<file path="config.mk">
export PLATFORM = sky130hd
export DESIGN_NAME = gsmux_top
export DESIGN_NICKNAME = d
export VERILOG_FILES = /design/src/verilog/gsmux_clkdiv.v /design/src/verilog/gsmux_top.v
export VERILOG_INCLUDE_DIRS = /design/src /design/src/verilog
export SDC_FILE = /design/constraint.sdc
export NUM_CORES = 1
export LEC_CHECK = 0
export BUFFER_PORTS_ARGS = -buffer_cell sky130_fd_sc_hd__buf_4
export CORE_MARGIN = 10
export CORE_UTILIZATION = 35
export CTS_BUF_LIST = sky130_fd_sc_hd__clkbuf_4
export CTS_CLUSTER_SIZE = 14
export DETAILED_ROUTE_END_ITERATION = 8
export PLACE_DENSITY = 0.66
export SYNTH_ARGS = -nofsm -noshare
export SYNTH_HDL_FRONTEND = slang
export SYNTH_SLANG_ARGS = --single-unit
</file>
<file path="constraint.sdc">
create_clock -name clock -period 2.1 [get_ports clock]
set_clock_uncertainty 0.15 [all_clocks]
set_input_delay 0.42 -clock clock [delete_from_list [all_inputs] [get_ports clock]]
set_output_delay 0.42 -clock clock [all_outputs]
set_load 0.02 [all_outputs]
</file>
<file path="src/verilog/gsmux_defs.vh">
// register map, field layout, function codes and timing for the pin mux
`ifndef GSMUX_DEFS_VH
`define GSMUX_DEFS_VH

`define GSMUX_ADDR_W 4
`define GSMUX_DATA_W 32

// register indices
`define GSMUX_REG_PIN1_CFG 4'h0
`define GSMUX_REG_PIN2_CFG 4'h1
`define GSMUX_REG_CORE_CLK 4'h2
`define GSMUX_REG_SEC_CLK 4'h3
`define GSMUX_REG_LOOP_CLK 4'h4
`define GSMUX_REG_PWM_CFG 4'h5
`define GSMUX_REG_PWM_DUTY 4'h6
`define GSMUX_REG_EVT_STS 4'h8
`define GSMUX_REG_RAW_STS 4'h9

// pin configuration fields
`define GSMUX_FN_MSB 6
`define GSMUX_FN_LSB 0
`define GSMUX_POL_BIT 8
`define GSMUX_DIR_BIT 9
`define GSMUX_PIN_CFG_W 10

// clock output configuration fields
`define GSMUX_DIV_MSB 3
`define GSMUX_DIV_LSB 0
`define GSMUX_SRC_MSB 5
`define GSMUX_SRC_LSB 4
`define GSMUX_CLK_EN_BIT 8

// loop pin clock fields
`define GSMUX_L1_DIV_MSB 3
`define GSMUX_L1_DIV_LSB 0
`define GSMUX_L1_EN_BIT 4
`define GSMUX_L2_DIV_MSB 11
`define GSMUX_L2_DIV_LSB 8
`define GSMUX_L2_EN_BIT 12

// pulse generator fields
`define GSMUX_PWM1_EN_BIT 0
`define GSMUX_PWM2_EN_BIT 1
`define GSMUX_PWM1_AUD_BIT 2
`define GSMUX_PWM2_AUD_BIT 3
`define GSMUX_DUTY1_MSB 7
`define GSMUX_DUTY1_LSB 0
`define GSMUX_DUTY2_MSB 15
`define GSMUX_DUTY2_LSB 8

// reset values
`define GSMUX_PIN_CFG_RST 10'h200
`define GSMUX_CLK_CFG_RST 9'h000
`define GSMUX_LOOP_CFG_RST 13'h0000
`define GSMUX_PWM_CFG_RST 4'h0
`define GSMUX_DUTY_RST 16'h0000

// event and raw status bit positions
`define GSMUX_EV_DSP_LSB 0
`define GSMUX_EV_DSP_MSB 7
`define GSMUX_EV_RAM_LSB 8
`define GSMUX_EV_RAM_MSB 9
`define GSMUX_EV_OK_LSB 10
`define GSMUX_EV_OK_MSB 11
`define GSMUX_EV_LOCK_LSB 12
`define GSMUX_EV_LOCK_MSB 13
`define GSMUX_EV_HP_ON 14
`define GSMUX_EV_HP_OFF 15
`define GSMUX_EV_BOOT 16
`define GSMUX_EV_RCL_LSB 17
`define GSMUX_EV_RCL_MSB 18
`define GSMUX_EV_RERR 19
`define GSMUX_EV_W 20

// pin function codes
`define GSMUX_FN_CORE_CLK 7'h04
`define GSMUX_FN_LOOP1_CLK 7'h05
`define GSMUX_FN_LOOP2_CLK 7'h06
`define GSMUX_FN_PWM1 7'h08
`define GSMUX_FN_PWM2 7'h09
`define GSMUX_FN_LOOP1_OK 7'h0c
`define GSMUX_FN_LOOP2_OK 7'h0d
`define GSMUX_FN_LOOP1_LOCK 7'h0f
`define GSMUX_FN_LOOP2_LOCK 7'h10
`define GSMUX_FN_RCL1 7'h1a
`define GSMUX_FN_RCL2 7'h1b
`define GSMUX_FN_RERR 7'h1c
`define GSMUX_FN_HP_ON 7'h2f
`define GSMUX_FN_HP_OFF 7'h30
`define GSMUX_FN_DSP1 7'h35
`define GSMUX_FN_DSP2 7'h36
`define GSMUX_FN_DSP3 7'h37
`define GSMUX_FN_DSP4 7'h38
`define GSMUX_FN_DSP5 7'h39
`define GSMUX_FN_DSP6 7'h3a
`define GSMUX_FN_DSP7 7'h3b
`define GSMUX_FN_DSP8 7'h3c
`define GSMUX_FN_SEC_CLK 7'h3d
`define GSMUX_FN_BOOT 7'h44
`define GSMUX_FN_RAM1 7'h46
`define GSMUX_FN_RAM2 7'h47

// timing
`define GSMUX_CLK_KHZ 20000
`define GSMUX_PULSE_NS 100
`define GSMUX_PULSE_CYC ((`GSMUX_PULSE_NS * `GSMUX_CLK_KHZ + 999999) / 1000000)
`define GSMUX_RATE_MAX_HZ 18'd48000
`define GSMUX_BOOT_CYCLES 64

`endif

</file>
<file path="src/verilog/gsmux_clkdiv.v">
// gated toggle divider clocked by one-cycle source ticks
`timescale 1ns/1ps
module gsmux_clkdiv #(
   parameter DIV_W = 4
) (
   input wire clock,
   input wire rst_n,
   input wire tick,
   input wire enable,
   input wire [DIV_W-1:0] divider,
   output reg clk_out_r
);
   reg [DIV_W-1:0] cnt_r;

   // disabling parks the output low so a divider change starts clean
   always @(posedge clock or negedge rst_n) begin
      if (!rst_n) begin
         cnt_r <= {DIV_W{1'b0}};
         clk_out_r <= 1'b0;
      end else if (!enable) begin
         cnt_r <= {DIV_W{1'b0}};
         clk_out_r <= 1'b0;
      end else if (tick) begin
         if (cnt_r == divider) begin
            cnt_r <= {DIV_W{1'b0}};
            clk_out_r <= ~clk_out_r;
         end else begin
            cnt_r <= cnt_r + {{(DIV_W-1){1'b0}}, 1'b1};
         end
      end
   end
endmodule // gsmux_clkdiv

</file>
<file path="src/verilog/gsmux_top.v">
// status and clock output mux for two general-purpose pins
// Functional notes
// RL1: dsp and ram flags latch on rise
// RL2: latched event bits stay set, pollable
// RL3: code 04h gives divided core clock
// RL4: code 3Dh gives divided secondary clock
// RL5: host disables clock before divider change
// RL6: host keeps source at or below clock
// RL7: loop ok and lock codes give status
// RL8: loop status latches both edges
// RL9: loop pin divider touches pin only
// RL10: host disables loop clock before change
// RL11: pulse generators, audio or fixed duty
// RL12: host disables generators without core clock
// RL13: headphone done gives 100ns pulse
// RL14: headphone sequence completion latches event
// RL15: boot runs after reset, status one
// RL16: host writes nothing during boot
// RL17: code 44h pulses at boot end
// RL18: boot done rise latches event
// RL19: converter lock codes, both edges latched
// RL20: config error above 48kHz rates
// RL21: config error rise latches event
// RL22: polarity bit inverts selected output
// RL23: eight dsp flags, two ram flags
// RL24: latched bits clear only by software
// RL25: pulse returns low until next event
//
// Local design decisions: the address map and the address-and-strobe port.
`timescale 1ns/1ps
`include "gsmux_defs.vh"
module gsmux_top #(
   parameter BOOT_CYCLES = `GSMUX_BOOT_CYCLES,
   parameter [`GSMUX_PIN_CFG_W-1:0] BOOT_PIN1_CFG = `GSMUX_PIN_CFG_RST,
   parameter [`GSMUX_PIN_CFG_W-1:0] BOOT_PIN2_CFG = `GSMUX_PIN_CFG_RST,
   parameter DIV_W = 4,
   parameter PWM_W = 8
) (
   input wire clock,
   input wire rst_n,
   input wire [`GSMUX_ADDR_W-1:0] reg_addr,
   input wire [`GSMUX_DATA_W-1:0] reg_wdata,
   input wire reg_wr,
   input wire reg_rd,
   output reg [`GSMUX_DATA_W-1:0] reg_rdata_r,
   input wire [7:0] dsp_status_flag,
   input wire [1:0] dsp_ram_ready,
   input wire [1:0] loop_clock_ok,
   input wire [1:0] loop_lock,
   input wire [1:0] loop_clock,
   input wire secondary_system_clock,
   input wire [1:0] rate_conv_lock,
   input wire [17:0] rate_conv_in_hz,
   input wire [17:0] rate_conv_out_hz,
   input wire hp_on_seq_done,
   input wire hp_off_seq_done,
   input wire [PWM_W-1:0] pwm_audio_a,
   input wire [PWM_W-1:0] pwm_audio_b,
   output reg pin1_out_r,
   output reg pin1_oe_r,
   output reg pin2_out_r,
   output reg pin2_oe_r,
   output reg boot_complete_status_r,
   output reg event_pending_r
);
   localparam ASYNC_W = 19;
   localparam A_DSP = 0;
   localparam A_RAM = 8;
   localparam A_OK = 10;
   localparam A_LOCK = 12;
   localparam A_RCL = 14;
   localparam A_SEC = 16;
   localparam A_LCLK = 17;
   localparam PULSE_LOAD = `GSMUX_PULSE_CYC;
   localparam BOOT_LAST = BOOT_CYCLES - 1;

   // synchronisers
   wire [ASYNC_W-1:0] async_in;
   reg [ASYNC_W-1:0] sy1_r;
   reg [ASYNC_W-1:0] sy2_r;
   reg [ASYNC_W-1:0] sy3_r;
   reg [ASYNC_W-1:0] stable_r;
   reg [ASYNC_W-1:0] stable_d_r;
   wire [ASYNC_W-1:0] stable_nxt;
   wire [ASYNC_W-1:0] rise;
   wire [ASYNC_W-1:0] fall;

   assign async_in = {loop_clock, secondary_system_clock, rate_conv_lock,
                      loop_lock, loop_clock_ok, dsp_ram_ready,
                      dsp_status_flag};
   // a change is taken only once stages two and three agree
   assign stable_nxt = (sy2_r & sy3_r) | (stable_r & (sy2_r | sy3_r));
   assign rise = stable_r & ~stable_d_r;
   assign fall = ~stable_r & stable_d_r;

   always @(posedge clock or negedge rst_n) begin
      if (!rst_n) begin
         sy1_r <= {ASYNC_W{1'b0}};
         sy2_r <= {ASYNC_W{1'b0}};
         sy3_r <= {ASYNC_W{1'b0}};
         stable_r <= {ASYNC_W{1'b0}};
         stable_d_r <= {ASYNC_W{1'b0}};
      end else begin
         sy1_r <= async_in;
         sy2_r <= sy1_r;
         sy3_r <= sy2_r;
         stable_r <= stable_nxt;
         stable_d_r <= stable_r;
      end
   end

   // boot sequence
   reg [15:0] boot_cnt_r;
   reg boot_fin_r;

   // RL15: boot after reset
   always @(posedge clock or negedge rst_n) begin
      if (!rst_n) begin
         boot_cnt_r <= 16'h0000;
         boot_complete_status_r <= 1'b0;
         boot_fin_r <= 1'b0;
      end else begin
         boot_fin_r <= 1'b0;
         if (!boot_complete_status_r) begin
            if (boot_cnt_r == BOOT_LAST[15:0]) begin
               boot_complete_status_r <= 1'b1;
               boot_fin_r <= 1'b1;
            end else begin
               boot_cnt_r <= boot_cnt_r + 16'h0001;
            end
         end
      end
   end

   // register file
   reg [`GSMUX_PIN_CFG_W-1:0] pin1_cfg_r;
   reg [`GSMUX_PIN_CFG_W-1:0] pin2_cfg_r;
   reg [8:0] core_cfg_r;
   reg [8:0] sec_cfg_r;
   reg [12:0] loop_cfg_r;
   reg [3:0] pwm_cfg_r;
   reg [15:0] duty_r;
   reg [`GSMUX_EV_W-1:0] evt_r;
   reg [`GSMUX_EV_W-1:0] evt_set;
   reg [`GSMUX_EV_W-1:0] evt_clr;
   reg [`GSMUX_EV_W-1:0] raw_sts;
   reg rerr_r;
   reg rerr_d_r;
   wire wr_ok;

   // RL16: config writes before boot end are dropped
   assign wr_ok = reg_wr & boot_complete_status_r;

   always @(posedge clock or negedge rst_n) begin
      if (!rst_n) begin
         pin1_cfg_r <= `GSMUX_PIN_CFG_RST;
         pin2_cfg_r <= `GSMUX_PIN_CFG_RST;
         core_cfg_r <= `GSMUX_CLK_CFG_RST;
         sec_cfg_r <= `GSMUX_CLK_CFG_RST;
         loop_cfg_r <= `GSMUX_LOOP_CFG_RST;
         pwm_cfg_r <= `GSMUX_PWM_CFG_RST;
         duty_r <= `GSMUX_DUTY_RST;
      end else if (boot_fin_r) begin
         // RL17: boot may assign pin functions
         pin1_cfg_r <= BOOT_PIN1_CFG;
         pin2_cfg_r <= BOOT_PIN2_CFG;
      end else if (wr_ok) begin
         case (reg_addr)
            `GSMUX_REG_PIN1_CFG: pin1_cfg_r <= reg_wdata[9:0];
            `GSMUX_REG_PIN2_CFG: pin2_cfg_r <= reg_wdata[9:0];
            `GSMUX_REG_CORE_CLK: core_cfg_r <= reg_wdata[8:0];
            `GSMUX_REG_SEC_CLK: sec_cfg_r <= reg_wdata[8:0];
            `GSMUX_REG_LOOP_CLK: loop_cfg_r <= reg_wdata[12:0];
            `GSMUX_REG_PWM_CFG: pwm_cfg_r <= reg_wdata[3:0];
            `GSMUX_REG_PWM_DUTY: duty_r <= reg_wdata[15:0];
            default: ;
         endcase
      end
   end

   // RL20: any rate above limit flags error
   always @(posedge clock or negedge rst_n) begin
      if (!rst_n) begin
         rerr_r <= 1'b0;
         rerr_d_r <= 1'b0;
      end else begin
         rerr_r <= (rate_conv_in_hz > `GSMUX_RATE_MAX_HZ) |
                   (rate_conv_out_hz > `GSMUX_RATE_MAX_HZ);
         rerr_d_r <= rerr_r;
      end
   end

   always @* begin
      evt_set = {`GSMUX_EV_W{1'b0}};
      // RL1: rising dsp and ram flags
      evt_set[`GSMUX_EV_DSP_MSB:`GSMUX_EV_DSP_LSB] = rise[A_DSP+7:A_DSP];
      evt_set[`GSMUX_EV_RAM_MSB:`GSMUX_EV_RAM_LSB] = rise[A_RAM+1:A_RAM];
      // RL8: both edges of loop status
      evt_set[`GSMUX_EV_OK_MSB:`GSMUX_EV_OK_LSB] =
         rise[A_OK+1:A_OK] | fall[A_OK+1:A_OK];
      evt_set[`GSMUX_EV_LOCK_MSB:`GSMUX_EV_LOCK_LSB] =
         rise[A_LOCK+1:A_LOCK] | fall[A_LOCK+1:A_LOCK];
      // RL14: headphone sequence completion
      evt_set[`GSMUX_EV_HP_ON] = hp_on_seq_done;
      evt_set[`GSMUX_EV_HP_OFF] = hp_off_seq_done;
      // RL18: boot done rise
      evt_set[`GSMUX_EV_BOOT] = boot_fin_r;
      // RL19: converter lock both edges
      evt_set[`GSMUX_EV_RCL_MSB:`GSMUX_EV_RCL_LSB] =
         rise[A_RCL+1:A_RCL] | fall[A_RCL+1:A_RCL];
      // RL21: config error rise
      evt_set[`GSMUX_EV_RERR] = rerr_r & ~rerr_d_r;
   end

   always @* begin
      evt_clr = {`GSMUX_EV_W{1'b0}};
      if (wr_ok && reg_addr == `GSMUX_REG_EVT_STS) begin
         evt_clr = reg_wdata[`GSMUX_EV_W-1:0];
      end
   end

   // RL2: sticky bits, set beats clear
   // RL24: only a write of one clears
   always @(posedge clock or negedge rst_n) begin
      if (!rst_n) begin
         evt_r <= {`GSMUX_EV_W{1'b0}};
         event_pending_r <= 1'b0;
      end else begin
         evt_r <= (evt_r & ~evt_clr) | evt_set;
         event_pending_r <= |evt_r;
      end
   end

   // RL23: eight dsp flags, two ram flags
   always @* begin
      raw_sts = {`GSMUX_EV_W{1'b0}};
      raw_sts[`GSMUX_EV_DSP_MSB:`GSMUX_EV_DSP_LSB] = stable_r[A_DSP+7:A_DSP];
      raw_sts[`GSMUX_EV_RAM_MSB:`GSMUX_EV_RAM_LSB] = stable_r[A_RAM+1:A_RAM];
      raw_sts[`GSMUX_EV_OK_MSB:`GSMUX_EV_OK_LSB] = stable_r[A_OK+1:A_OK];
      raw_sts[`GSMUX_EV_LOCK_MSB:`GSMUX_EV_LOCK_LSB] =
         stable_r[A_LOCK+1:A_LOCK];
      raw_sts[`GSMUX_EV_BOOT] = boot_complete_status_r;
      raw_sts[`GSMUX_EV_RCL_MSB:`GSMUX_EV_RCL_LSB] = stable_r[A_RCL+1:A_RCL];
      raw_sts[`GSMUX_EV_RERR] = rerr_r;
   end

   // read data stand only in the cycle after the strobe
   always @(posedge clock or negedge rst_n) begin
      if (!rst_n) begin
         reg_rdata_r <= {`GSMUX_DATA_W{1'b0}};
      end else if (reg_rd) begin
         case (reg_addr)
            `GSMUX_REG_PIN1_CFG: reg_rdata_r <= {22'h000000, pin1_cfg_r};
            `GSMUX_REG_PIN2_CFG: reg_rdata_r <= {22'h000000, pin2_cfg_r};
            `GSMUX_REG_CORE_CLK: reg_rdata_r <= {23'h000000, core_cfg_r};
            `GSMUX_REG_SEC_CLK: reg_rdata_r <= {23'h000000, sec_cfg_r};
            `GSMUX_REG_LOOP_CLK: reg_rdata_r <= {19'h00000, loop_cfg_r};
            `GSMUX_REG_PWM_CFG: reg_rdata_r <= {28'h0000000, pwm_cfg_r};
            `GSMUX_REG_PWM_DUTY: reg_rdata_r <= {16'h0000, duty_r};
            `GSMUX_REG_EVT_STS: reg_rdata_r <= {12'h000, evt_r};
            `GSMUX_REG_RAW_STS: reg_rdata_r <= {12'h000, raw_sts};
            default: reg_rdata_r <= {`GSMUX_DATA_W{1'b0}};
         endcase
      end else begin
         reg_rdata_r <= {`GSMUX_DATA_W{1'b0}};
      end
   end

   // clock outputs
   reg [2:0] core_pre_r;
   reg [2:0] sec_pre_r;
   wire core_tick;
   wire sec_tick;
   wire core_clk_out;
   wire sec_clk_out;
   wire loop1_clk_out;
   wire loop2_clk_out;

   // source select: base rate divided by 1, 2, 4 or 8
   function src_tick;
      input [1:0] sel;
      input [2:0] cnt;
      input base;
      begin
         case (sel)
            2'h0: src_tick = base;
            2'h1: src_tick = base & cnt[0];
            2'h2: src_tick = base & (&cnt[1:0]);
            default: src_tick = base & (&cnt);
         endcase
      end
   endfunction

   always @(posedge clock or negedge rst_n) begin
      if (!rst_n) begin
         core_pre_r <= 3'h0;
         sec_pre_r <= 3'h0;
      end else begin
         core_pre_r <= core_pre_r + 3'h1;
         if (rise[A_SEC]) begin
            sec_pre_r <= sec_pre_r + 3'h1;
         end
      end
   end

   // sources can never exceed their clock, which covers the host side
   // RL6: source never above its clock
   assign core_tick = src_tick(core_cfg_r[`GSMUX_SRC_MSB:`GSMUX_SRC_LSB],
                               core_pre_r, 1'b1);
   assign sec_tick = src_tick(sec_cfg_r[`GSMUX_SRC_MSB:`GSMUX_SRC_LSB],
                              sec_pre_r, rise[A_SEC]);

   // RL3: core derived clock
   gsmux_clkdiv #(.DIV_W(DIV_W)) u_core_div (
      .clock(clock),
      .rst_n(rst_n),
      .tick(core_tick),
      .enable(core_cfg_r[`GSMUX_CLK_EN_BIT]),
      .divider(core_cfg_r[`GSMUX_DIV_MSB:`GSMUX_DIV_LSB]),
      .clk_out_r(core_clk_out)
   );

   // RL4: secondary derived clock
   gsmux_clkdiv #(.DIV_W(DIV_W)) u_sec_div (
      .clock(clock),
      .rst_n(rst_n),
      .tick(sec_tick),
      .enable(sec_cfg_r[`GSMUX_CLK_EN_BIT]),
      .divider(sec_cfg_r[`GSMUX_DIV_MSB:`GSMUX_DIV_LSB]),
      .clk_out_r(sec_clk_out)
   );

   // RL9: pin-only dividers on loop clocks
   gsmux_clkdiv #(.DIV_W(DIV_W)) u_loop1_div (
      .clock(clock),
      .rst_n(rst_n),
      .tick(rise[A_LCLK]),
      .enable(loop_cfg_r[`GSMUX_L1_EN_BIT]),
      .divider(loop_cfg_r[`GSMUX_L1_DIV_MSB:`GSMUX_L1_DIV_LSB]),
      .clk_out_r(loop1_clk_out)
   );

   gsmux_clkdiv #(.DIV_W(DIV_W)) u_loop2_div (
      .clock(clock),
      .rst_n(rst_n),
      .tick(rise[A_LCLK+1]),
      .enable(loop_cfg_r[`GSMUX_L2_EN_BIT]),
      .divider(loop_cfg_r[`GSMUX_L2_DIV_MSB:`GSMUX_L2_DIV_LSB]),
      .clk_out_r(loop2_clk_out)
   );

   // pulse generators
   reg [PWM_W-1:0] pwm_cnt_r;
   reg pwm1_r;
   reg pwm2_r;
   wire [PWM_W-1:0] duty1;
   wire [PWM_W-1:0] duty2;

   // RL11: audio modulated or fixed duty
   assign duty1 = pwm_cfg_r[`GSMUX_PWM1_AUD_BIT] ? pwm_audio_a :
                  duty_r[`GSMUX_DUTY1_MSB:`GSMUX_DUTY1_LSB];
   assign duty2 = pwm_cfg_r[`GSMUX_PWM2_AUD_BIT] ? pwm_audio_b :
                  duty_r[`GSMUX_DUTY2_MSB:`GSMUX_DUTY2_LSB];

   always @(posedge clock or negedge rst_n) begin
      if (!rst_n) begin
         pwm_cnt_r <= {PWM_W{1'b0}};
         pwm1_r <= 1'b0;
         pwm2_r <= 1'b0;
      end else begin
         pwm_cnt_r <= pwm_cnt_r + {{(PWM_W-1){1'b0}}, 1'b1};
         pwm1_r <= pwm_cfg_r[`GSMUX_PWM1_EN_BIT] & (pwm_cnt_r < duty1);
         pwm2_r <= pwm_cfg_r[`GSMUX_PWM2_EN_BIT] & (pwm_cnt_r < duty2);
      end
   end

   // completion pulses
   reg [2:0] hp_on_cnt_r;
   reg [2:0] hp_off_cnt_r;
   reg [2:0] boot_cnt_p_r;

   // RL13: about 100ns high per completion
   // RL25: counter runs out, pin back low
   always @(posedge clock or negedge rst_n) begin
      if (!rst_n) begin
         hp_on_cnt_r <= 3'h0;
         hp_off_cnt_r <= 3'h0;
         boot_cnt_p_r <= 3'h0;
      end else begin
         if (hp_on_seq_done) begin
            hp_on_cnt_r <= PULSE_LOAD[2:0];
         end else if (hp_on_cnt_r != 3'h0) begin
            hp_on_cnt_r <= hp_on_cnt_r - 3'h1;
         end
         if (hp_off_seq_done) begin
            hp_off_cnt_r <= PULSE_LOAD[2:0];
         end else if (hp_off_cnt_r != 3'h0) begin
            hp_off_cnt_r <= hp_off_cnt_r - 3'h1;
         end
         if (boot_fin_r) begin
            boot_cnt_p_r <= PULSE_LOAD[2:0];
         end else if (boot_cnt_p_r != 3'h0) begin
            boot_cnt_p_r <= boot_cnt_p_r - 3'h1;
         end
      end
   end

   // pin mux
   // unlisted codes, including inputs, select low, which the polarity bit then inverts
   function pin_src;
      input [6:0] fn;
      begin
         case (fn)
            `GSMUX_FN_CORE_CLK: pin_src = core_clk_out;
            `GSMUX_FN_SEC_CLK: pin_src = sec_clk_out;
            `GSMUX_FN_LOOP1_CLK: pin_src = loop1_clk_out;
            `GSMUX_FN_LOOP2_CLK: pin_src = loop2_clk_out;
            `GSMUX_FN_PWM1: pin_src = pwm1_r;
            `GSMUX_FN_PWM2: pin_src = pwm2_r;
            // RL7: loop ok and lock status
            `GSMUX_FN_LOOP1_OK: pin_src = stable_r[A_OK];
            `GSMUX_FN_LOOP2_OK: pin_src = stable_r[A_OK+1];
            `GSMUX_FN_LOOP1_LOCK: pin_src = stable_r[A_LOCK];
            `GSMUX_FN_LOOP2_LOCK: pin_src = stable_r[A_LOCK+1];
            `GSMUX_FN_RCL1: pin_src = stable_r[A_RCL];
            `GSMUX_FN_RCL2: pin_src = stable_r[A_RCL+1];
            `GSMUX_FN_RERR: pin_src = rerr_r;
            `GSMUX_FN_HP_ON: pin_src = (hp_on_cnt_r != 3'h0);
            `GSMUX_FN_HP_OFF: pin_src = (hp_off_cnt_r != 3'h0);
            `GSMUX_FN_BOOT: pin_src = (boot_cnt_p_r != 3'h0);
            `GSMUX_FN_DSP1: pin_src = stable_r[A_DSP];
            `GSMUX_FN_DSP2: pin_src = stable_r[A_DSP+1];
            `GSMUX_FN_DSP3: pin_src = stable_r[A_DSP+2];
            `GSMUX_FN_DSP4: pin_src = stable_r[A_DSP+3];
            `GSMUX_FN_DSP5: pin_src = stable_r[A_DSP+4];
            `GSMUX_FN_DSP6: pin_src = stable_r[A_DSP+5];
            `GSMUX_FN_DSP7: pin_src = stable_r[A_DSP+6];
            `GSMUX_FN_DSP8: pin_src = stable_r[A_DSP+7];
            `GSMUX_FN_RAM1: pin_src = stable_r[A_RAM];
            `GSMUX_FN_RAM2: pin_src = stable_r[A_RAM+1];
            default: pin_src = 1'b0;
         endcase
      end
   endfunction

   // RL22: polarity inverts selected function
   always @(posedge clock or negedge rst_n) begin
      if (!rst_n) begin
         pin1_out_r <= 1'b0;
         pin1_oe_r <= 1'b0;
         pin2_out_r <= 1'b0;
         pin2_oe_r <= 1'b0;
      end else begin
         pin1_out_r <= pin_src(pin1_cfg_r[`GSMUX_FN_MSB:`GSMUX_FN_LSB]) ^
                       pin1_cfg_r[`GSMUX_POL_BIT];
         pin1_oe_r <= ~pin1_cfg_r[`GSMUX_DIR_BIT];
         pin2_out_r <= pin_src(pin2_cfg_r[`GSMUX_FN_MSB:`GSMUX_FN_LSB]) ^
                       pin2_cfg_r[`GSMUX_POL_BIT];
         pin2_oe_r <= ~pin2_cfg_r[`GSMUX_DIR_BIT];
      end
   end
endmodule // gsmux_top

</file>
# == Word-level counts from Yosys, hierarchy flattened ==
# Index checks and enable logic that the tools add are counted.
# word_totals
reg_bits,288
input_bits,113
out_inout_bits,38
elab_cells,244
# classes
add_sub_neg,11
magnitude_cmp,4
eq_ne,77
muxes,48
bitwise,34
reduce_logical,30
# ops
cell,count
20-bit case mux with 9 select lines,1
"7-bit by 6-bit equality test with 1-bit output, second input constant",22
"7-bit by 4-bit equality test with 1-bit output, second input constant",10
10-bit 2-to-1 mux,6
19-bit AND,3
"7-bit by 5-bit equality test with 1-bit output, second input constant",8
1-bit case mux with 26 select lines,2
4-bit 2-to-1 mux,12
"7-bit by 3-bit equality test with 1-bit output, second input constant",6
"7-bit equality test, second input constant",6
19-bit OR,2
"18-bit by 16-bit > comparator with 1-bit output, second input constant",2
32-bit 2-to-1 mux,1
3-bit AND reduction,7
20-bit AND,1
20-bit 2-to-1 mux,1
20-bit inverter,1
20-bit OR,1
20-bit OR reduction,1
19-bit inverter,1
3-bit 2-to-1 mux,6
2-bit AND reduction,9
"16-bit by 1-bit adder with 16-bit output, second input constant",1
"4-bit by 1-bit adder with 4-bit output, second input constant",4
other kinds (29),90

# == Logic depth before layout (Yosys ltp) ==
# Gate-level depths: netlist of the first run.
# logic_depth
ltp_word,6
ltp_mapped,10
mapped_depth_nobuf,9

# == Hierarchy ==
# Synthesis of the first run repeated with hierarchy kept, for this count alone.
# hier_totals
hier_cells,1024
hier_area_um2,12339.3
# by_module_without_submodules
mod,n_inst,cells_per_inst,area_per_inst_um2,seq_area_each_um2
gsmux_top,1,888,11023.1,6408.6
gsmux_clkdiv,4,34,329.1,125.1

# == Worst setup path before layout of the first run ==
# OpenSTA, ideal clock, no wires.
# synth_timing
kind,reg-to-reg
start,register hp_on_cnt_r[0]
end,register pin2_out_r
setup_ps,80
arrival_time_ps,1897
t_required_ps,1870
slack_ps,-27
path_stages_with_launch,9
path_buffers,0
synth_period_minus_slack_ps,2127
cell_sequence,dfrtp_1 inv_1 ha_1 and2b_1 or3b_2 a21oi_1 or4_1 nor4_2 xnor2_1
# synth_via
elab_chain_len,3
# synth_lines
element,line_no,source
"start, declared",gsmux_top.v:378,reg [2:0] hp_on_cnt_r;
"start signal, assigned",gsmux_top.v:391,hp_on_cnt_r <= PULSE_LOAD[2:0];
"start signal, assigned",gsmux_top.v:393,hp_on_cnt_r <= hp_on_cnt_r - 3'h1;
3-bit nonzero test,gsmux_top.v:428,`GSMUX_FN_HP_ON: pin_src = (hp_on_cnt_r != 3'h0);
1-bit case mux with 26 select lines,gsmux_top.v:413,case (fn)
1-bit XOR,gsmux_top.v:457,pin2_out_r <= pin_src(pin2_cfg_r[`GSMUX_FN_MSB:`GSMUX_FN_LSB]) ^
"end signal, assigned",gsmux_top.v:457,
"end, declared",gsmux_top.v:61,"output reg pin2_out_r,"
# Every way passes these cells.
# A chain may end at the register's enable or synchronous reset.

# == Worst setup path in the final report of the first run ==
# layout_timing
start,input port rate_conv_out_hz[16]
end,register rerr_r
# layout_via
elab_chain_len,2
# layout_lines
element,line_no,source
"start, declared",gsmux_top.v:54,"input wire [17:0] rate_conv_out_hz,"
18-bit by 16-bit > comparator with 1-bit output (no source line),n/a,
1-bit OR,gsmux_top.v:187,rerr_r <= (rate_conv_in_hz > `GSMUX_RATE_MAX_HZ) |
"end signal, assigned",gsmux_top.v:187,
"end, declared",gsmux_top.v:147,reg rerr_r;
# Every way passes these cells.

==> results.md, run 1 <==
* Critical Path Start Type: input port
* First-pass GRT wire length at about 53 mm
* Nets at between 1000 and 1500
* Placement Setup Slack at -51.9 ps
* Crit path time final at slightly above 2000 ps
* Leakage power at a little over 7 nW
* Post-synth top area share at between 50% and 60%
* Layout area overhead at 29.5%
* Dpl cell area at between 10000 and 15000 um2
* CTS Root Cell: clkbuf_4
* Hold WC Path Type: input port to flip-flop
* Crit Path Max Fanout at 1
* Endpoints failing hold at 0
* Initial core utilization at approximately 36%
* Maximum vdd drop at just over 400 uV
* CTS tree: built
* Drt pass-1 iters at 6
* Synth top cells by count: dfrtp_1 (274), nand2_1 (83), mux2_2 (55)
* Hpwl dp at ~24 mm
* Syn Area/Cell at approximately 12 um2
* Die ar. at 42000 um2
* Ys async rst share at 100%
* Mapped cell area at roughly 12000 um2
* Post-Place Cells at 1623
* Pwr Density at 751 nW/um2
* DRC violations left at 0
* Die Ht at about 210 um
* Seq/Total Area, Yosys at between 50 and 60%
* Setup Viol. Count Final at 0
* Share of cells above drive strength 1 at a little under a third
* Drt total wl at about 33 mm
* WHS at between 70 and 80 ps
* Number of port buffers at roughly 130
* Via count at just over 9000
* Max-cap viol count at 0
* Via density at ~5.1
* Initial DRC count at approximately 680
* CORE AREA at approximately 34000 um2
* Design Area, Final at roughly 16000 um2
* Actual slew at the worst max-slew pin at around 1000 ps
* Post-Layout Cell Count at 1800
* Critical Path RT at about 2500 ps
* GRT Util Overall at 15.9%
* Top FF cell, synth: dfrtp_1
* Die width at 205 um
* Number of global-route vias before repair at 9545
* IO Pins at between 150 and 200
* RSZ-0062 raised after global routing: true
* Max Freq at 488 MHz
* Total number of H-tree levels at 3
* Synth warnings at 0
* Type of destination of the critical path: flip-flop
* Count leader, synth: dfrtp_1
* Wire per inst at between 15 and 20 um
* CTS Buf Count at 76
* Tcrit/Tclk final at between 90% and 100%
* Final Worst Setup Slack at 51.2 ps
* Worst skew pair latency at about 670 ps
* Yosys cell types at 70
* Critical path class: input port to flip-flop
* Gate Count Post-Synth at 1000
* Post-DRT Antenna Nets at 0
* Status: completed
* Post-synth EDFFs at 0
* Clk pin slew, worst setup/hold paths at about 60 ps
* Max clock buf depth at 3
* CP arrival at between 2000 and 2500 ps
* Synth Register Bits at about 280
* Largest net degree at the start of global routing at 56
* GR Overflow Total at 0
* Site row count at 67
* Clock sink count at about 280
* Slew headroom at between 30% and 40%
* Pins Over Slew Limit at 0
* Final GP Congestion at 0.953
* Top cells by area, synth: dfrtp_1 (57%), mux2_2 (5.2%), ha_1 (3.4%)
* Initial antenna violation count at 1
* Area leader, netlist: dfrtp_1
area by class of cell:
| class | instances | area (um2) |
|---|---|---|
| fill | 3109 | 18100 |
| sequential | 276 | 6910 |
| multi-input combinational | 647 | 4770 |
| timing repair buffer | 266 | 2190 |
| clock buffer | 110 | 826 |
| tap | 448 | 561 |
| inverter | 35 | 131 |
| clock inverter | 17 | 120 |
| antenna | 1 | 2.50 |
critical path, cell delays in order:
cell	delay, ps
dlygate4sd3_1	530
buf_4	130
nor4_1	140
dlygate4sd3_1	580
nand3_1	60
dlygate4sd3_1	550
state kept, by name, indices dropped and copies added, names as in the netlist, 4 cells and up:
name	cells
boot_cnt_r	16
core_cfg_r	9
duty_r	16
evt_r	20
loop_cfg_r	13
pin1_cfg_r	10
pin2_cfg_r	10
pwm_cfg_r	4
pwm_cnt_r	8
reg_rdata_r	20
sec_cfg_r	9
stable_d_r	19
stable_r	19
sy1_r	19
sy2_r	19
sy3_r	19
u_core_div.cnt_r	4
u_loop1_div.cnt_r	4
u_loop2_div.cnt_r	4
u_sec_div.cnt_r	4
through the flow:
step | TNS (ps) | total power [mW] | utilization, %
after floorplan | 0 | 6.24 | -
after global placement | 0 | 6.80 | 41.8
after detailed placement | -150 | 6.84 | 41.8
after CTS | 0 | 11.8 | 45.9
after global routing | -85.0 | 12.3 | 46.2
final | 0 | 11.7 | 46.2
cell families (layout without fill, tap and decap cells):
logic type      after synthesis  count (layout)  synth area share (%)
other cells                   1              13                0.0313
buf+inv                      88             428                  3.34
mux                          85              85                  7.72
compound gates              189             189                  11.6
simple gates                260             260                  11.1
flops                       276             276                  57.7
xor+xnor                     49              49                  3.58
fa+ha+maj                    52              52                  5.03
report_power, final:
part           internal (mW)  leakage, nW  switching (mW)
Combinational          0.588         3.22           0.595
Clock                   2.63        0.573            2.15
Sequential              5.55         3.44           0.148
metal layers:
layer  track usage, %  vias to the layer above  wire length [um]
met5                0                        -                 0
met4             5.09                        0               679
met3             4.49                       60              2470
met2             25.7                      319             15800
met1             20.2                     4552             14300
li1                 -                     4239                 -
final timing paths:
path	start	endpoint	slack, ps	depth (start not counted)
max	rate_conv_out_hz[16]	rerr_r	50	6
min	reg_wr	pin2_cfg_r[9]	70	3
max reg2reg	hp_on_cnt_r[0]	pin2_out_r	50	8
min reg2reg	sy1_r[12]	sy2_r[12]	160	0
max in group asynchronous	rst_n	stable_d_r[0]	1010	3
min in group asynchronous	rst_n	reg_rdata_r[12]	100	2
cell usage in the layout, fill, tap and decap left out, types with 11 or more instances in the layout:
master	synthesis	routed
xor2_1	27	27
a21oi_1	22	22
a222oi_1	11	11
a22oi_1	20	20
ha_1	33	32
nor4_1	17	13
maj3_1	19	19
nor3_1	15	14
conb_1	1	12
clkbuf_4	0	110
nand2b_1	11	11
mux2i_1	29	29
inv_1	35	31
nand3b_1	11	11
o21ai_0	34	33
dlygate4sd3_1	0	45
a22o_1	37	37
buf_4	13	214
dfrtp_1	274	270
nand3_1	31	31
mux2_2	55	55
xnor2_1	22	22
nor2_1	42	42
a31oi_1	14	14
nand2_1	83	83
timing repair:
item                                    in CTS  in global routing
hold buffers                                45                  0
endpoints found under the setup margin       2                  7
pin swaps                                    0                  3
setup buffers                                0                  4
resized for setup                            2                 15
endpoints found under the hold margin      391                  0
(Power assumes the default switching activity.)
==> run 2: changes to the inputs <==
- ABC_CLOCK_PERIOD_IN_PS: default -> 2100
- CORE_MARGIN: 10 -> 2
==> results.md, run 2 (synthesis results as in run 1) <==
* Crit path time final at ~2000 ps
* Site row count at 67
* Hold WC Path Type: input port to flip-flop
* GRT Util Overall at approximately 18%
* Max clock buf depth at 3
* Drt pass-1 iters at 8
* Post-DRT Antenna Nets at 0
* Commonest non-fill, non-tap cell in the layout: dfrtp_1
* Die ar. at around 36000 um2
* Critical Path, Cell by Cell: dlygate4sd3_1 -> buf_4 -> nor4_2 -> dlygate4sd3_1 -> nand3_1 -> dlygate4sd3_1
* Layout area overhead at 29.7%
* Via count at 9154
* Initial DRC count at ~770
* Final GP Congestion at roughly 0.85
* Max stage delay on crit path at 580 ps
* Type of destination of the critical path: flip-flop
* Power, Total at 11.8 mW
* Initial core utilization at 35.6%
* Critical Path Slowest Stage Cell: dlygate4sd3_1
* Final core occ at 46.2%
* Endpoints failing hold at 0
* FF-to-FF End: pin2_out_r
* IO Pins at between 150 and 200
* FF/Latch Area at just under 7000 um2
* Pwr Density at ~760 nW/um2
* Pins Over Slew Limit at 0
* Crit Path Max Fanout at 1
* Flop-to-flop setup slack at about 80 ps
* Largest regs: evt_r (20), reg_rdata_r (20)
* # fillers at 3100
* CORE AREA at 33600 um2
* Crit path from: rate_conv_out_hz[16]
* Via density at 5.10
* Status: completed
* Nets at around 1400
* First-pass GRT wire length at 50.3 mm
* Initial antenna violation count at 2
* Critical path's top delay family: buffers and inverters
* Top cell by count, worst path: dlygate4sd3_1
* Share of cells above drive strength 1 at a little under a third
* Clk pin slew, worst setup/hold paths at approximately 60 ps
* Leakage power at a little over 7 nW
* CP arrival at ~2400 ps
* Setup Viol. Count Final at 0
* Drt total wl at roughly 32 mm
* CTS Buf Count at 75
* Levels on crit path at 6
* TNS Setup at 0 ps
* Number of port buffers at between 100 and 150
* CTS tree: built
* Crit path to: rerr_r
* Slew headroom at between 20% and 30%
* Most frequent cells in the layout: dfrtp_1 (268), buf_4 (197), clkbuf_4 (110), nand2_1 (83), mux2_2 (55)
* Max Freq at 491 MHz
* Maximum vdd drop at ~350 uV
* Clock sink count at 276
* Actual slew at the worst max-slew pin at between 1000 and 1500 ps
* Worst R2R Path Depth at 8
* Number of global-route vias before repair at about 9400
* Total number of H-tree levels at 3
* Max-cap viol count at 0
* Hpwl dp at roughly 23 mm
* WHS at slightly above 50 ps
* Worst R2R Start: hp_on_cnt_r[0]
* RSZ-0062 raised after global routing: true
* Critical Path RT at 2490 ps
* Critical path class: input port to flip-flop
* Largest net degree at the start of global routing at between 60 and 70
* DRC violations left at 0
* Critical Path Start Type: input port
* Worst skew pair latency at 720 ps
* Multi-input gate area at 4770 um2
* GR Overflow Total at 0
* CTS Root Cell: clkbuf_4
* Die width at between 150 and 200 um
* Buf+Inv Stages, Crit Path at 4
* Tcrit/Tclk final at 97.1%
* HP Start: pwm_audio_b[6]
* Die Ht at about 190 um
* Wire per inst at between 15 and 20 um
[run 2: changes by cell type in the layout (fill, tap and decap cells not counted), sizes merged]
cell / delta
buf: -13
bufinv: +1
clkinv: +5
clkinvlp: +1
diode: +2
dlygate4sd3: +1
inv: -1
[run 2: cell type report]
class	count	share of cell area [%]
sequential	276	44.5
multi-input combinational	647	30.7
timing repair buffer	254	13.8
clock buffer	110	5.31
tap	448	3.61
clock inverter	23	1.16
inverter	35	0.845
antenna	3	0.0483
[run 2: worst min-delay path by stage]
stage                            endpoint  cells past startpoint
after global routing               pwm2_r                      4
after floorplan           boot_cnt_p_r[0]                      0
after global placement          sy2_r[15]                      0
after detailed placement         sy2_r[2]                      0
final                              pwm2_r                      4
after CTS                          pwm2_r                      4
[run 2: metrics by stage]
step,std cells,setup WS [ps],instance area (um2)
6_report,1796,61.9,15500
4_1_cts,1789,3.71,15500
3_5_place_dp,1610,-4.51,14000
2_1_floorplan,1011,11.5,12000
3_3_place_gp,1610,-2.38,14000
5_1_grt,1795,-44.7,15500
[run 2: what timing repair did]
item,CTS,global route
resized for setup,2,15
endpoints found under the setup margin,2,10
buffers inserted,0,4
hold buffers,46,0
hold endpoints to repair,393,0
pin swaps,0,2
[run 2: power by group]
| group | internal [mW] | switching (mW) | leakage [nW] |
|---|---|---|---|
| Sequential | 5.54 | 0.145 | 3.44 |
| Combinational | 0.570 | 0.578 | 3.17 |
| Clock | 2.78 | 2.23 | 0.598 |
| Total | 8.89 | 2.95 | 7.21 |
[run 2: tightest hold or removal path, stage by stage]
cell and delay, ps:
buf_4 110, mux2i_1 140, ha_1 140, a31oi_1 70
[run 2: layer usage]
layer / track usage [%] / vias up / wire length (um) / part of all wire [%]
met5: 0 / - / 0 / 0
met4: 7.15 / 0 / 716 / 2.3
met3: 4.21 / 54 / 2150 / 6.8
met2: 28.4 / 331 / 14900 / 47
met1: 23.9 / 4527 / 14000 / 44
li1: - / 4242 / - / -
